==> src/bridge_regs.svh <==
`ifndef BRIDGE_REGS_SVH
`define BRIDGE_REGS_SVH

// Register indices; byte address is four times the index
`define REG_PIN_TYPE_CONFIG      6'h00
`define REG_PIN_LEVEL            6'h01
`define REG_BUS_BIT_RATE_DIVIDER 6'h02
`define REG_TRANSFER_TIMEOUT     6'h03
`define REG_BUS_TRANSACTION_STAT 6'h04
`define REG_OWN_BUS_ADDRESS      6'h05

// Reset values
`define RST_PIN_TYPE_CONFIG      8'h00
`define RST_BUS_BIT_RATE_DIVIDER 8'h19
`define RST_TRANSFER_TIMEOUT     8'h00
`define RST_BUS_TRANSACTION_STAT 8'h00
`define RST_OWN_BUS_ADDRESS      8'h00

// Field layout
`define PIN_TYPE_PUSH_PULL       2'h2
`define PIN_TYPE_OPEN_DRAIN      2'h3
`define TIMEOUT_ENABLE_BIT       0
`define TIMEOUT_COUNT_MSB        7
`define TIMEOUT_COUNT_LSB        1
`define OWN_ADDR_MSB             7
`define OWN_ADDR_LSB             1
`define STATUS_TIMEOUT_CODE      8'hF8
`define PROG_PIN_COUNT           4
`define ALL_PIN_COUNT            5

// Timing
`define CLK_FREQ_HZ              100000000
`define REF_FREQ_HZ              15000000
`define REF_ACC_STEP             7'(`REF_FREQ_HZ / 1000000)
`define REF_ACC_WRAP             7'(`CLK_FREQ_HZ / 1000000)
`define TIMEOUT_UNIT_SHIFT       9
`define SCL_QUARTER_MULT         1
`define GLITCH_FILTER_LEN        3

`endif

==> src/bridge_pkg.sv <==
package bridge_pkg;

    typedef enum logic [0:0] {
        RETRY_IDLE,
        RETRY_WAIT_FREE
    } retry_state_t;

    typedef logic [1:0] pin_type_t;

endpackage

==> src/pin_input_filter.sv <==
`timescale 1ns/1ps
`include "bridge_regs.svh"

module pin_input_filter (
    input  wire logic                       clk,
    input  wire logic                       rst,
    input  wire logic [`ALL_PIN_COUNT-1:0]  pin_raw,
    output logic      [`ALL_PIN_COUNT-1:0]  pin_clean
);

    genvar g;
    generate
        for (g = 0; g < `ALL_PIN_COUNT; g = g + 1) begin : g_pin
            logic                          meta_reg;
            logic                          sync_reg;
            logic [`GLITCH_FILTER_LEN-1:0] hist_reg;
            logic                          clean_reg;

            // Two-stage synchroniser; only the second stage is looked at
            always_ff @(posedge clk or posedge rst) begin
                if (rst) begin
                    meta_reg <= 1'b0;
                    sync_reg <= 1'b0;
                end else begin
                    meta_reg <= pin_raw[g];
                    sync_reg <= meta_reg;
                end
            end

            // Level changes only after it has held for the whole window
            always_ff @(posedge clk or posedge rst) begin
                if (rst) begin
                    hist_reg  <= '0;
                    clean_reg <= 1'b0;
                end else begin
                    hist_reg <= {hist_reg[`GLITCH_FILTER_LEN-2:0], sync_reg};
                    if (&hist_reg) begin
                        clean_reg <= 1'b1;
                    end else if (~|hist_reg) begin
                        clean_reg <= 1'b0;
                    end
                end
            end

            assign pin_clean[g] = clean_reg;
        end
    endgenerate

endmodule

==> src/spi_i2c_bridge_config_regs.sv <==
// Functional notes
// - Host serial port is SPI mode 3
// - Two-bit type field per pin 0..3
// - Pin 4 input only, writes ignored
// - Open-drain pulls low only for latch 0
// - Push-pull drives latch value strongly
// - Level read returns actual pin levels
// - Level write loads latches, reaches outputs
// - Own address in bits 7..1
// - Bus clock is 15 MHz over 8*divider
// - Timeout bit 0 enables timeout
// - Timeout (div+1)/15MHz*512*(1+field)
// - Timeout bounds one transfer, then aborts
// - After lost arbitration restart when free
// - Expiry asserts interrupt, posts timeout code
// - Timeout code reads as 0xF8
// - Interrupt released by status read, reset
`timescale 1ns/1ps
`include "bridge_regs.svh"

module spi_i2c_bridge_config_regs (
    input  wire logic                        clk,
    input  wire logic                        rst,
    // Register bus, fed by the host serial front end
    input  wire logic                        wb_cyc,
    input  wire logic                        wb_stb,
    input  wire logic                        wb_we,
    input  wire logic [7:0]                  wb_adr,
    input  wire logic [31:0]                 wb_dat_w,
    input  wire logic [3:0]                  wb_sel,
    output logic      [31:0]                 wb_dat_r,
    output logic                             wb_ack,
    // Programmable pins
    input  wire logic [`ALL_PIN_COUNT-1:0]   pin_in,
    output logic      [`PROG_PIN_COUNT-1:0]  pin_out,
    output logic      [`PROG_PIN_COUNT-1:0]  pin_oe,
    output logic      [`PROG_PIN_COUNT-1:0]  pin_pullup_en,
    // Bus controller engine side
    input  wire logic                        xfer_active,
    input  wire logic                        arb_lost,
    input  wire logic                        bus_free,
    input  wire logic                        status_load,
    input  wire logic [7:0]                  status_code,
    input  wire logic                        status_irq,
    output logic                             restart_start,
    output logic                             timeout_abort,
    output logic                             scl_quarter_tick,
    output logic      [6:0]                  own_addr,
    // Interrupt, open drain, active low
    output logic                             int_n_out,
    output logic                             int_n_oe
);

    ////////////////////////////////////////////////////////////////////////
    // Helpers

    function automatic logic is_output(input bridge_pkg::pin_type_t t);
        is_output = t[1];
    endfunction

    function automatic logic is_open_drain(input bridge_pkg::pin_type_t t);
        is_open_drain = (t == `PIN_TYPE_OPEN_DRAIN);
    endfunction

    ////////////////////////////////////////////////////////////////////////
    // Declarations

    logic [7:0]                 pin_type_config_reg;
    logic [`PROG_PIN_COUNT-1:0] pin_latch_reg;
    logic [7:0]                 bit_rate_divider_reg;
    logic [7:0]                 transfer_timeout_reg;
    logic [7:0]                 status_reg;
    logic [6:0]                 own_addr_reg;
    logic                       int_pending_reg;
    logic                       ack_reg;
    logic [31:0]                dat_r_reg;
    logic [`ALL_PIN_COUNT-1:0]  pin_clean;
    logic                       access;
    logic                       wr_en;
    logic                       rd_en;
    logic [5:0]                 index;
    logic [6:0]                 ref_acc_reg;
    logic [6:0]                 ref_acc_sum;
    logic                       ref_tick_reg;
    logic [8:0]                 scl_cnt_reg;
    logic [8:0]                 scl_limit;
    logic                       scl_tick_reg;
    logic [7:0]                 unit_cnt_reg;
    logic [16:0]                to_cnt_reg;
    logic [16:0]                to_limit;
    logic                       timed_out_reg;
    logic                       timeout_en;
    logic                       abort_reg;
    logic                       restart_reg;
    logic                       int_set;
    bridge_pkg::retry_state_t   retry_state_reg;

    ////////////////////////////////////////////////////////////////////////
    // Register bus slave, one wait state

    // The mode-3 serial front end issues one access per decoded command
    assign access = wb_cyc & wb_stb & ~ack_reg;
    assign index  = wb_adr[7:2];
    assign wr_en  = access & wb_we & wb_sel[0];
    assign rd_en  = access & ~wb_we;

    always_ff @(posedge clk or posedge rst) begin
        if (rst) begin
            ack_reg <= 1'b0;
        end else begin
            ack_reg <= access;
        end
    end

    always_ff @(posedge clk or posedge rst) begin
        if (rst) begin
            dat_r_reg <= 32'h00000000;
        end else if (rd_en) begin
            dat_r_reg <= 32'h00000000;
            if (index == `REG_PIN_TYPE_CONFIG) begin
                dat_r_reg[7:0] <= pin_type_config_reg;
            end else if (index == `REG_PIN_LEVEL) begin
                dat_r_reg[`ALL_PIN_COUNT-1:0] <= pin_clean;
            end else if (index == `REG_BUS_BIT_RATE_DIVIDER) begin
                dat_r_reg[7:0] <= bit_rate_divider_reg;
            end else if (index == `REG_TRANSFER_TIMEOUT) begin
                dat_r_reg[7:0] <= transfer_timeout_reg;
            end else if (index == `REG_BUS_TRANSACTION_STAT) begin
                dat_r_reg[7:0] <= status_reg;
            end else if (index == `REG_OWN_BUS_ADDRESS) begin
                dat_r_reg[7:0] <= {own_addr_reg, 1'b0};
            end
        end
    end

    assign wb_ack   = ack_reg;
    assign wb_dat_r = dat_r_reg;

    ////////////////////////////////////////////////////////////////////////
    // Software-written registers

    always_ff @(posedge clk or posedge rst) begin
        if (rst) begin
            pin_type_config_reg  <= `RST_PIN_TYPE_CONFIG;
            bit_rate_divider_reg <= `RST_BUS_BIT_RATE_DIVIDER;
            transfer_timeout_reg <= `RST_TRANSFER_TIMEOUT;
            own_addr_reg         <= 7'(`RST_OWN_BUS_ADDRESS >> 1);
        end else if (wr_en) begin
            if (index == `REG_PIN_TYPE_CONFIG) begin
                pin_type_config_reg <= wb_dat_w[7:0];
            end else if (index == `REG_BUS_BIT_RATE_DIVIDER) begin
                bit_rate_divider_reg <= wb_dat_w[7:0];
            end else if (index == `REG_TRANSFER_TIMEOUT) begin
                transfer_timeout_reg <= wb_dat_w[7:0];
            end else if (index == `REG_OWN_BUS_ADDRESS) begin
                own_addr_reg <= wb_dat_w[`OWN_ADDR_MSB:`OWN_ADDR_LSB];
            end
        end
    end

    // Only the four programmable latches exist; bit 4 and up are dropped
    always_ff @(posedge clk or posedge rst) begin
        if (rst) begin
            pin_latch_reg <= '0;
        end else if (wr_en && index == `REG_PIN_LEVEL) begin
            pin_latch_reg <= wb_dat_w[`PROG_PIN_COUNT-1:0];
        end
    end

    assign own_addr = own_addr_reg;

    ////////////////////////////////////////////////////////////////////////
    // Pin drivers

    pin_input_filter u_filter (
        .clk       (clk),
        .rst       (rst),
        .pin_raw   (pin_in),
        .pin_clean (pin_clean)
    );

    genvar g;
    generate
        for (g = 0; g < `PROG_PIN_COUNT; g = g + 1) begin : g_drv
            bridge_pkg::pin_type_t t;
            assign t = pin_type_config_reg[2*g+1:2*g];
            // Open drain: only the pull-down, enabled while the latch is 0
            assign pin_out[g] = is_open_drain(t) ? 1'b0 : pin_latch_reg[g];
            assign pin_oe[g]  = is_open_drain(t) ? ~pin_latch_reg[g]
                              : is_output(t);
            assign pin_pullup_en[g] = ~is_open_drain(t);
        end
    endgenerate

    ////////////////////////////////////////////////////////////////////////
    // 15 MHz reference tick and bus clock rate

    assign ref_acc_sum = ref_acc_reg + `REF_ACC_STEP;

    always_ff @(posedge clk or posedge rst) begin
        if (rst) begin
            ref_acc_reg  <= 7'h00;
            ref_tick_reg <= 1'b0;
        end else if (ref_acc_sum >= `REF_ACC_WRAP) begin
            ref_acc_reg  <= ref_acc_sum - `REF_ACC_WRAP;
            ref_tick_reg <= 1'b1;
        end else begin
            ref_acc_reg  <= ref_acc_sum;
            ref_tick_reg <= 1'b0;
        end
    end

    // A quarter bus period is 2*divider reference ticks; zero is clamped
    assign scl_limit = (bit_rate_divider_reg == 8'h00) ? 9'h002
                     : {bit_rate_divider_reg, `SCL_QUARTER_MULT'(0)};

    always_ff @(posedge clk or posedge rst) begin
        if (rst) begin
            scl_cnt_reg  <= 9'h000;
            scl_tick_reg <= 1'b0;
        end else begin
            scl_tick_reg <= 1'b0;
            if (ref_tick_reg) begin
                if (scl_cnt_reg + 9'h001 >= scl_limit) begin
                    scl_cnt_reg  <= 9'h000;
                    scl_tick_reg <= 1'b1;
                end else begin
                    scl_cnt_reg <= scl_cnt_reg + 9'h001;
                end
            end
        end
    end

    assign scl_quarter_tick = scl_tick_reg;

    ////////////////////////////////////////////////////////////////////////
    // Transfer timeout

    assign timeout_en = transfer_timeout_reg[`TIMEOUT_ENABLE_BIT];
    assign to_limit   = {8'(transfer_timeout_reg[`TIMEOUT_COUNT_MSB:
                         `TIMEOUT_COUNT_LSB]) + 8'h01,
                         `TIMEOUT_UNIT_SHIFT'(0)};

    always_ff @(posedge clk or posedge rst) begin
        if (rst) begin
            unit_cnt_reg  <= 8'h00;
            to_cnt_reg    <= 17'h00000;
            timed_out_reg <= 1'b0;
            abort_reg     <= 1'b0;
        end else begin
            abort_reg <= 1'b0;
            if (!xfer_active || !timeout_en) begin
                unit_cnt_reg  <= 8'h00;
                to_cnt_reg    <= 17'h00000;
                timed_out_reg <= 1'b0;
            end else if (!timed_out_reg && ref_tick_reg) begin
                if (unit_cnt_reg == bit_rate_divider_reg) begin
                    unit_cnt_reg <= 8'h00;
                    if (to_cnt_reg + 17'h00001 == to_limit) begin
                        timed_out_reg <= 1'b1;
                        abort_reg     <= 1'b1;
                    end else begin
                        to_cnt_reg <= to_cnt_reg + 17'h00001;
                    end
                end else begin
                    unit_cnt_reg <= unit_cnt_reg + 8'h01;
                end
            end
        end
    end

    assign timeout_abort = abort_reg;

    ////////////////////////////////////////////////////////////////////////
    // Arbitration retry

    always_ff @(posedge clk or posedge rst) begin
        if (rst) begin
            retry_state_reg <= bridge_pkg::RETRY_IDLE;
            restart_reg     <= 1'b0;
        end else begin
            restart_reg <= 1'b0;
            case (retry_state_reg)
                bridge_pkg::RETRY_IDLE: begin
                    if (arb_lost && xfer_active && !timed_out_reg) begin
                        retry_state_reg <= bridge_pkg::RETRY_WAIT_FREE;
                    end
                end
                bridge_pkg::RETRY_WAIT_FREE: begin
                    if (timed_out_reg || abort_reg || !xfer_active) begin
                        retry_state_reg <= bridge_pkg::RETRY_IDLE;
                    end else if (bus_free) begin
                        restart_reg     <= 1'b1;
                        retry_state_reg <= bridge_pkg::RETRY_IDLE;
                    end
                end
                default: begin
                    retry_state_reg <= bridge_pkg::RETRY_IDLE;
                end
            endcase
        end
    end

    assign restart_start = restart_reg;

    ////////////////////////////////////////////////////////////////////////
    // Status and interrupt

    always_ff @(posedge clk or posedge rst) begin
        if (rst) begin
            status_reg <= `RST_BUS_TRANSACTION_STAT;
        end else if (abort_reg) begin
            status_reg <= `STATUS_TIMEOUT_CODE;
        end else if (status_load) begin
            status_reg <= status_code;
        end
    end

    assign int_set = abort_reg | (status_load & status_irq);

    // A new event in the read cycle wins over the release
    always_ff @(posedge clk or posedge rst) begin
        if (rst) begin
            int_pending_reg <= 1'b0;
        end else if (int_set) begin
            int_pending_reg <= 1'b1;
        end else if (rd_en && index == `REG_BUS_TRANSACTION_STAT) begin
            int_pending_reg <= 1'b0;
        end
    end

    assign int_n_out = 1'b0;
    assign int_n_oe  = int_pending_reg;

    ////////////////////////////////////////////////////////////////////////
    // Assertions

    property p_ack_single;
        @(posedge clk) disable iff (rst)
        wb_ack |=> !wb_ack;
    endproperty
    a_ack_single: assert property (p_ack_single)
        else $error("ack held longer than one cycle");

    property p_push_pull;
        @(posedge clk) disable iff (rst)
        pin_type_config_reg[1:0] == `PIN_TYPE_PUSH_PULL
            |-> pin_oe[0] && pin_out[0] == pin_latch_reg[0];
    endproperty
    a_push_pull: assert property (p_push_pull)
        else $error("push-pull pin not driving its latch");

    property p_open_drain;
        @(posedge clk) disable iff (rst)
        pin_type_config_reg[3:2] == `PIN_TYPE_OPEN_DRAIN
            |-> !pin_out[1] && pin_oe[1] == !pin_latch_reg[1]
                && !pin_pullup_en[1];
    endproperty
    a_open_drain: assert property (p_open_drain)
        else $error("open-drain pin drive wrong");

    property p_input_only;
        @(posedge clk) disable iff (rst)
        !pin_type_config_reg[5] |-> !pin_oe[2];
    endproperty
    a_input_only: assert property (p_input_only)
        else $error("input-only pin is driven");

    property p_timeout_post;
        @(posedge clk) disable iff (rst)
        timeout_abort |=> status_reg == `STATUS_TIMEOUT_CODE && int_n_oe;
    endproperty
    a_timeout_post: assert property (p_timeout_post)
        else $error("timeout not posted");

    property p_int_release;
        @(posedge clk) disable iff (rst)
        rd_en && index == `REG_BUS_TRANSACTION_STAT && !int_set
            |=> !int_n_oe;
    endproperty
    a_int_release: assert property (p_int_release)
        else $error("interrupt not released by status read");

    property p_timeout_disabled;
        @(posedge clk) disable iff (rst)
        !timeout_en [*2] |-> !timeout_abort;
    endproperty
    a_timeout_disabled: assert property (p_timeout_disabled)
        else $error("timeout fired while disabled");

    property p_retry_on_free;
        @(posedge clk) disable iff (rst)
        retry_state_reg == bridge_pkg::RETRY_WAIT_FREE && bus_free
            && xfer_active && !timed_out_reg && !abort_reg
            |=> restart_start ##1 !restart_start;
    endproperty
    a_retry_on_free: assert property (p_retry_on_free)
        else $error("no restart once bus went free");

    property p_level_reserved;
        @(posedge clk) disable iff (rst)
        rd_en && index == `REG_PIN_LEVEL |=> wb_ack && wb_dat_r[31:5] == 0;
    endproperty
    a_level_reserved: assert property (p_level_reserved)
        else $error("reserved level bits not zero");

    property p_level_write;
        @(posedge clk) disable iff (rst)
        wr_en && index == `REG_PIN_LEVEL
            |=> pin_latch_reg == $past(wb_dat_w[3:0]);
    endproperty
    a_level_write: assert property (p_level_write)
        else $error("pin latch not loaded");

    c_timeout: cover property (@(posedge clk) disable iff (rst)
        timeout_abort);
    c_restart: cover property (@(posedge clk) disable iff (rst)
        restart_start);
    c_status_read: cover property (@(posedge clk) disable iff (rst)
        int_n_oe ##1 rd_en && index == `REG_BUS_TRANSACTION_STAT);

endmodule

==> config.mk <==
export PLATFORM = sky130hd
export DESIGN_NAME = spi_i2c_bridge_config_regs
export DESIGN_NICKNAME = d
export VERILOG_FILES = /design/src/bridge_pkg.sv /design/src/pin_input_filter.sv /design/src/spi_i2c_bridge_config_regs.sv
export VERILOG_INCLUDE_DIRS = /design/src /design/src/src
export SDC_FILE = /design/constraint.sdc
export NUM_CORES = 1
export LEC_CHECK = 0
export BUFFER_PORTS_ARGS = -buffer_cell sky130_fd_sc_hd__buf_2
export CAP_MARGIN = 20
export CORE_AREA = 4 4 136 138
export CTS_CLUSTER_DIAMETER = 50
export DETAILED_ROUTE_END_ITERATION = 8
export DIE_AREA = 0 0 140 142
export SLEW_MARGIN = 20
export SYNTH_ARGS = -nofsm -noshare
export SYNTH_HDL_FRONTEND = slang
export SYNTH_HIERARCHICAL = 1
export SYNTH_SLANG_ARGS = --single-unit
==> constraint.sdc <==
create_clock -name clk -period 3.8 [get_ports clk]
set_input_delay 0.38 -clock clk [delete_from_list [all_inputs] [get_ports clk]]
set_output_delay 0.38 -clock clk [all_outputs]
set_load 0.05 [all_outputs]
==> metrics list, run 1 <==
- Maximum level of the CTS H-tree: 4
* Post-detail-place hpwl: 11200 um
* Worst slew slack as a fraction of its limit: 0.421
* Cells after DPL: 924
* Global-route wire length before repair: 25900 um
- For this run, the leading register cell type out of synthesis is sky130_fd_sc_hd__dfrtp_1.
* Top area cells in the synthesized netlist: sky130_fd_sc_hd__dfrtp_1 47%, sky130_fd_sc_hd__mux2_2 6.8%, sky130_fd_sc_hd__buf_4 3.4%
- The mapped netlist covers 6800 sq um.
- Cell area power density: 449 nW/um^2
* DRC violation count after routing: 0
- Most frequent standard cell in the layout excluding fill and tap cells: sky130_fd_sc_hd__dfrtp_1
- Fraction of the cycle the final worst path needs: 0.798
- The share of synthesized area in the top cell type comes to 0.467.
- Clock transition at the registers of the reported paths: 0.06 ns
* CTS tree: done
- The register with the most flip-flops in the layout has 17 of them.
- Seq/Total Area, Yosys: 0.479
- Post-synthesis async set-or-reset flop share: 1.00
- In this run the worst setup path terminates at to_cnt_reg[1].
- For the worst-skew pair, the clock arrives at the later sink with an insertion delay of 0.42 ns.
- Shortest period the worst path allows: 3.03 ns
- Wires add up to 15700 um.
- Slew at the pin closest to its max-slew limit: 0.869 ns
- For the final database, setup skew stands at 0.00891 ns.
- Instance area at placement: 7250 sq um
- The final-report hold violation count was 0.
- The count of buffers added on input and output ports is 69.
* Setup slack of the critical path after layout: 0.766 ns
* Yosys reg bits: 130
- The number of cells on the worst reg-to-reg path is 7.
- Across every metal layer, demand over resource in global routing totals 0.162.
- Total number of vias: 5106
- Static Leak: 3.73 nW
- After the flow finishes, the layout carries non-filler instances totaling 956.
- In this run the remaining antenna-violating nets after routing total 0.
* Fill cell instance count of the final layout: 1617
* Commonest cells after routing, fill and taps aside: 127 x sky130_fd_sc_hd__dfrtp_1, 69 x sky130_fd_sc_hd__buf_2, 43 x sky130_fd_sc_hd__nand2_1
- The worst setup path is launched from a register.
- The via count of the first global-routing pass is 5175.
- Final count of pins violating max slew: 0
- In the final layout, the share of cells above drive strength 1 is 0.226.
* Kind of end point of the critical path: register
- For this design, the CTS-stage hold fixing added 0 buffers.
- Maximum clock path buffer count: 2
- Die Outline Area: 19900 sq um
- Starting density of the core: 0.396
* Crit Path Category: reg -> reg
- After global routing the overflow that remains totals 0.
* Yosys warning count: 6
- The tree is rooted in a sky130_fd_sc_hd__clkbuf_16.
- Vias per Instance: 5.34
* Cells resized by post-CTS repair: 0
* Number of antenna violations at the first check in global routing: 0
- Data required time at the worst endpoint: 4.08 ns
- FF+latch area: 3260 sq um
- The worst hold path belongs to the class in -> async.
* Clock net sink count: 130
* Number of setup violations in the final report: 0
- Post-CTS setup buffer count: 0
- After the last flow step, the layout net total stands at 801.
- Relative to the synthesized area, the layout overhead comes to 15.3%.
- Library cell occupying the most area in the post-synthesis netlist: sky130_fd_sc_hd__dfrtp_1
- Dividing the synthesized area by the synthesized cell count gives 10.4 sq um.
* Worst slack after detailed placement: 0.846 ns
- Largest net degree at the start of global routing: 69
- The endpoint identified for the worst register-to-register timing path is to_cnt_reg[1].
* Post-route cell area: 7840 sq um
* Run status: finished clean
* Number of enable-type register cells in the synthesized netlist: 0
* Hold Slack: 0.0477 ns
* Die span in x: 140 um
- The most critical setup path has its startpoint at to_cnt_reg[2].
- Data on the critical path arrives at its endpoint at 3.32 ns.
- The setup check on the worst reg-to-reg path leaves a slack of 0.77 ns.
* Drt initial violations: 268
- The region available for standard cell placement spans 17200 sq um.
- Worst ir drop on vdd: 0.288 mV
- In the final layout, the multi-input gates occupy 3200 sq um.
- Cell count after synthesis: 655
- Unrepaired setup endpoints after global routing: no
- The floorplan step set the die height to 142 um.
- Largest fanout of any net on the critical path: 17
- N_diodes: 0
* Max-Cap Viols: 0
- Static timing analysis puts the maximum clock frequency at 0.330 GHz.
- Distinct cell type count after synthesis: 63
* CTS buffer count: 17
- After routing, the total negative slack on setup checks comes to 0 ns.
- Num ports: 124
* Launch instance of the worst register-to-register path: to_cnt_reg[2]
- After detailed routing, the average wire length per cell comes to 16.4 um.
* First-pass DRT Iterations: 5
* Number of rows created at floorplan: 48
- Routability-driven placement finished with a final weighted congestion of 0.879.
cell type report:
| class | instances | share of cell area |
|---|---|---|
| inverter | 30 | 0.0147 |
| sequential | 130 | 0.415 |
| tap | 225 | 0.0359 |
| timing repair buffer | 77 | 0.0517 |
| clock buffer | 17 | 0.0542 |
| multi-input combinational | 462 | 0.407 |
| clock inverter | 15 | 0.0209 |
metal layers:
| layer | vias to the layer above | wire length (um) | track usage | share of wire |
|---|---|---|---|---|
| li1 | 2425 | - | - | - |
| met1 | 2478 | 6920 | 0.204 | 0.44 |
| met2 | 172 | 7550 | 0.264 | 0.48 |
| met3 | 31 | 828 | 0.0393 | 0.053 |
| met4 | 0 | 404 | 0.0750 | 0.026 |
| met5 | - | 0 | 0 | 0 |
worst max-delay path, cell delays in order, from the launching register on:
cell                       delay (ns)
sky130_fd_sc_hd__dfrtp_1         0.46
sky130_fd_sc_hd__nand3_1         0.31
sky130_fd_sc_hd__nor4_4          0.37
sky130_fd_sc_hd__xnor2_1         0.10
sky130_fd_sc_hd__nor4_1          0.53
sky130_fd_sc_hd__o2111a_2        0.52
sky130_fd_sc_hd__nand2b_1        0.46
sky130_fd_sc_hd__o21ai_1         0.13
cell families after synthesis:
kind of cell / synth area share
and+or+nand+nor: 0.138
muxes: 0.0826
buffers and inverters: 0.0668
other: 0.000551
AOI/OAI and AO/OA: 0.148
DFF: 0.479
xor gates and xnor gates: 0.0541
adders and majority gates: 0.0309
metrics by stage:
stage | total power [mW] | util
after floorplan | 1.83 | -
after global placement | 1.92 | 0.422
after detailed placement | 1.93 | 0.422
after CTS | 3.57 | 0.457
after global routing | 3.68 | 0.457
final | 3.53 | 0.457
synthesized netlist by cell type, drive strengths merged, types with 5 or more instances:
master  instances
nor4            8
clkbuf         22
a21boi          5
o31ai          13
nor2b          13
a211oi          6
nand2b          6
o21ai          39
nand3          25
xor2           20
mux2           41
nand2          43
and2            9
nor3            6
or3             5
a211o           5
o41ai           7
and3           13
mux2i          10
dfrtp         127
inv            30
nand4           8
ha             16
a21o           10
nor2           39
a31oi           5
buf            35
a21oi          20
xnor2          22
worst min path at each step:
stage	startpoint	end	slack [ns]	cells past startpoint
3_3_place_gp	u_filter/g_pin[3].sync_reg	u_filter/g_pin[3].hist_reg[0]	0.33	0
5_1_grt	pin_in[0]	u_filter/g_pin[0].meta_reg	0.04	1
6_report	rst	u_filter/g_pin[3].meta_reg	0.05	2
2_1_floorplan	u_filter/g_pin[0].sync_reg	u_filter/g_pin[0].hist_reg[0]	0.33	0
4_1_cts	pin_in[1]	u_filter/g_pin[1].meta_reg	0.04	1
3_5_place_dp	u_filter/g_pin[1].sync_reg	u_filter/g_pin[1].hist_reg[0]	0.34	0
report_power, final:
part           switching, mW  leakage, nW  internal [mW]
clock                  0.692        0.289          0.934
sequential            0.0516         1.68           1.44
combinational          0.275         1.76          0.132
total                   1.02         3.73           2.51
No activity file was read; power rests on OpenSTA's default activity.
==> run 2: changes to the inputs <==
--- a/config.mk
+++ b/config.mk
@@ -6,12 +6,13 @@
 export SDC_FILE = /design/constraint.sdc
 export NUM_CORES = 1
 export LEC_CHECK = 0
+export ABC_AREA = 1
 export BUFFER_PORTS_ARGS = -buffer_cell sky130_fd_sc_hd__buf_2
 export CAP_MARGIN = 20
-export CORE_AREA = 4 4 136 138
+export CORE_AREA = 4 4 137 139
 export CTS_CLUSTER_DIAMETER = 50
 export DETAILED_ROUTE_END_ITERATION = 8
-export DIE_AREA = 0 0 140 142
+export DIE_AREA = 0 0 141 143
 export SLEW_MARGIN = 20
 export SYNTH_ARGS = -nofsm -noshare
 export SYNTH_HDL_FRONTEND = slang
==> constraint.sdc (replaced) <==
create_clock -name clk -period 3.04 [get_ports clk]
set_input_delay 0.304 -clock clk [delete_from_list [all_inputs] [get_ports clk]]
set_output_delay 0.304 -clock clk [all_outputs]
set_load 0.05 [all_outputs]
==> metrics list, run 2 <==
* First-pass DRT Iterations: 6 (+1)
- The H-tree level count is 4 (unchanged).
- FF-to-FF setup slack: 0.51 ns (-0.25 ns)
* Power consumption: 4.21 mW (+19%)
- The worst hold slack after final layout came to -0.0261 ns (-0.0738 ns).
- Signal arrival time at the worst endpoint: 2.86 ns (-0.46 ns)
- Core Region: 17700 sq um (+2.8%)
- The slowest stage of the critical path is the sky130_fd_sc_hd__dfrtp_1 cell.
- Among all cell types in the netlist, the one instantiated most often is sky130_fd_sc_hd__nand2_1.
- The ratio of final minimum period to clock period was 0.831 (+0.0325).
- The effective utilization at floorplan came to 0.390 (-0.00575).
* Class of the tightest hold or removal check: in -> async
- DRC violation count after routing: 0 (unchanged)
* Clk Latency, worst-skew pair: 0.42 ns (about the same)
* Post-synthesis async set-or-reset flop share: 1.00 (unchanged)
- The setup violation total in the final timing report is 0 (unchanged).
- Kind of end point of the critical path: register
- Crit Path Category: reg -> reg
* Area share of the largest cell type after synthesis: 0.461 (-0.00602)
- Worst slack after detailed placement: 0.560 ns (-0.286 ns)
* Maximum clock path buffer count: 2 (unchanged)
- CTS buffer count: 17 (unchanged)
* Launch instance of the worst register-to-register path: scl_cnt_reg[0]
- By area the synthesized netlist is led by sky130_fd_sc_hd__dfrtp_1 46%, sky130_fd_sc_hd__nand2_1 11%, sky130_fd_sc_hd__inv_1 6.0%.
- The number of DRC markers after the initial detailed-route iteration came to 440 (+64%).
- The number of non-filler instances in the completed layout is 1165 (+22%).
- The run finished, with violations left.
- The library cell used most frequently in the layout, excluding fill and tap cells, is sky130_fd_sc_hd__nand2_1.
- Largest fanout of any net on the critical path: 8 (-9)
- In this run the critical register-to-register path is captured at scl_cnt_reg[5].
- The shortest clock period the worst path allows after layout was 2.53 ns (-0.508 ns).
- Relative to the synthesized area, the layout overhead comes to 16.5%.
* Largest net degree at the start of global routing: 51 (-26%)
* Final count of pins violating max slew: 0 (unchanged)
* Commonest cells after routing, fill and taps aside: 199 x sky130_fd_sc_hd__nand2_1, 127 x sky130_fd_sc_hd__dfrtp_1, 108 x sky130_fd_sc_hd__inv_1
- Number of enable-type register cells in the synthesized netlist: 0 (unchanged)
- DIE HEIGHT: 143 um (+0.70%)
* Crit path cell chain: ha_1, nand3_1, nor3_1, nand3_1, xor2_1, ha_1, a21oi_1, o21a_1, nand3_1, inv_1, nand3_1, o21ai_0
* I/O Buffers: 69 (unchanged)
- The final antenna diode count is 0 (unchanged).
* Most numerous cell on the critical path: sky130_fd_sc_hd__nand3_1
- Broken down by cell family, the worst path's largest delay share belongs to simple AND/OR/NAND/NOR gates.
* Layout cells sized above 1: 0.147 (-0.0783)
- Summed over all instances, the cell type with the most area after synthesis is sky130_fd_sc_hd__dfrtp_1.
* Clock root buffer: sky130_fd_sc_hd__clkbuf_16
- The critical path buffer and inverter count came to 1 (+1).
- The clock-pin slew of the registers on the worst-case setup and hold paths came to 0.06 ns (about the same).
- The total grt overflow was 0 (unchanged).
- The horizontal die dimension was 141 um (+0.71%).
- The final-report hold violation count came to 31 (+31).
- Primary FF master, synth: sky130_fd_sc_hd__dfrtp_1
- The overall track demand over capacity in global routing is 0.174 (+0.0122).
* Worst Skew: 0.00966 ns (+0.000748 ns)
* Slew at the pin closest to its max-slew limit: 0.810 ns (-0.0594 ns)
- The worst setup path is launched from a register.
* Vias per Instance: 4.92 (-7.9%)
- Timing-limited maximum frequency: 0.396 GHz (+20%)
* Number of rows created at floorplan: 49 (+2.1%)
* Setup slack of the critical path after layout: 0.514 ns (-0.252 ns)
- The total clock sinks was 130 (unchanged).
- Final-stage net count: 1006 (+26%)
- Data required time at the worst endpoint: 3.37 ns (-0.71 ns)
- Static Leak: 3.96 nW (+6.1%)
- The portion of the post-synthesis area used by sequential elements came to 0.472 (-0.00617).
* Max-Cap Viols: 0 (unchanged)
* Max stage delay on crit path: 0.37 ns (-0.16 ns)
- Sum of negative setup slack: 0 ns (unchanged)
* Num ports: 124 (unchanged)
- The number of instances in the synthesized netlist was 844 (+29%).
- Yosys reg bits: 130 (unchanged)
* Die Outline Area: 20200 sq um (+1.4%)
* Cells after DPL: 1128 (+22%)
- Global-route wire length before repair: 27400 um (+5.7%)
- The checks that failed: negative hold slack.
- The weighted congestion reported at the end of routability-driven placement is 0.869 (-1.2%).
- The count of distinct cell types in the synthesized netlist is 47 (-25%).
- The initial antenna violation count is 0 (unchanged).
- Total number of vias: 5728 (+12%)
* R2R depth: 12 (+5)
- Post-detail-place hpwl: 12700 um (+13%)
* Syn Std Cell Area: 6890 sq um (+1.3%)
* Worst ir drop on vdd: 0.360 mV (+25%)
- Remaining number of nets flagged by the antenna check after routing: 0 (unchanged)
* Yosys warning count: 6 (unchanged)
- The routed wire length per instance came to 14.5 um (-12%).
- Setup repair after global routing left no endpoint under its margin.
- CTS tree: done
* Number of flip-flops under the largest register name: 17 (unchanged)
- The commonest cells after synthesis are 199 x sky130_fd_sc_hd__nand2_1, 127 x sky130_fd_sc_hd__dfrtp_1, 110 x sky130_fd_sc_hd__inv_1, 65 x sky130_fd_sc_hd__nand3_1, 64 x sky130_fd_sc_hd__nor2_1.
- The power per cell area was 524 nW/um^2 (+17%).
- Number of global-route vias before repair: 5220 (+0.87%)
* Worst slew slack as a fraction of its limit: 0.457 (+0.0366)
- The final wirelength was 16900 um (+7.4%).
- The average cell area after synthesis came to 8.17 sq um (-21%).
[run 2: cell types whose count changed in the layout (fill, tap and decap cells not counted), sizes merged, moves of 19 or more]
cell	before	now
inv	40	116
mux2	41	0
nand2	43	205
nand3	25	68
nand4	8	27
nor2	39	74
o21ai	39	63
[run 2: worst max path at each step]
stage	from	end	slack, ns	depth (start not counted)
2_1_floorplan	rst	bit_rate_divider_reg[1]	0.12	1
3_3_place_gp	scl_cnt_reg[0]	scl_cnt_reg[2]	0.60	12
3_5_place_dp	scl_cnt_reg[0]	scl_cnt_reg[5]	0.56	12
4_1_cts	scl_cnt_reg[0]	scl_cnt_reg[5]	0.54	12
5_1_grt	scl_cnt_reg[2]	scl_cnt_reg[5]	0.20	14
6_report	scl_cnt_reg[0]	scl_cnt_reg[5]	0.51	12
[run 2: where the power goes]
group          switching (mW)  internal (mW)
Combinational           0.276         0.0835
Clock                   0.835           1.17
Sequential             0.0407           1.80
Total                    1.15           3.05
[run 2: layer usage]
| layer | share of wire | GRT usage | vias to the layer above |
|---|---|---|---|
| met5 | 0 | 0 | - |
| met4 | 0.020 | 0.0653 | 0 |
| met3 | 0.056 | 0.0375 | 29 |
| met2 | 0.45 | 0.260 | 178 |
| met1 | 0.47 | 0.249 | 2669 |
| li1 | - | - | 2852 |
[run 2: repair_timing]
| item | in CTS | in global routing |
|---|---|---|
| endpoints found under the setup margin | 0 | 0 |
| resized for setup | 0 | 0 |
| buffers inserted | 0 | 0 |
| hold endpoints to repair | 5 | 0 |
| hold buffers | 5 | 0 |
[run 2: metrics by stage]
| stage | util | cell area (sq um) | hold slack [ns] |
|---|---|---|---|
| global route | 0.455 | 8030 | 0.0130 |
| global placement | 0.419 | 7390 | 0.332 |
| detailed placement | 0.419 | 7390 | 0.336 |
| finish | 0.455 | 8030 | -0.0261 |
| CTS | 0.455 | 8030 | 0.0131 |
| floorplan | - | 6980 | 0.331 |
[run 2: cells by family after synthesis]
family          share of synthesized area
xor+xnor                           0.0432
other cells                      0.000544
compound gates                     0.0964
flops                               0.473
buf+inv                             0.103
simple gates                        0.255
fa+ha+maj                          0.0290
[run 2: area by class of cell]
type | count | area (sq um)
Tap cell | 229 | 287
Clock buffer | 19 | 443
Timing Repair Buffer | 82 | 468
Inverter | 111 | 419
Clock inverter | 13 | 143
Sequential cell | 130 | 3260
Fill cell | 1757 | 9630
Multi-Input combinational cell | 581 | 3010
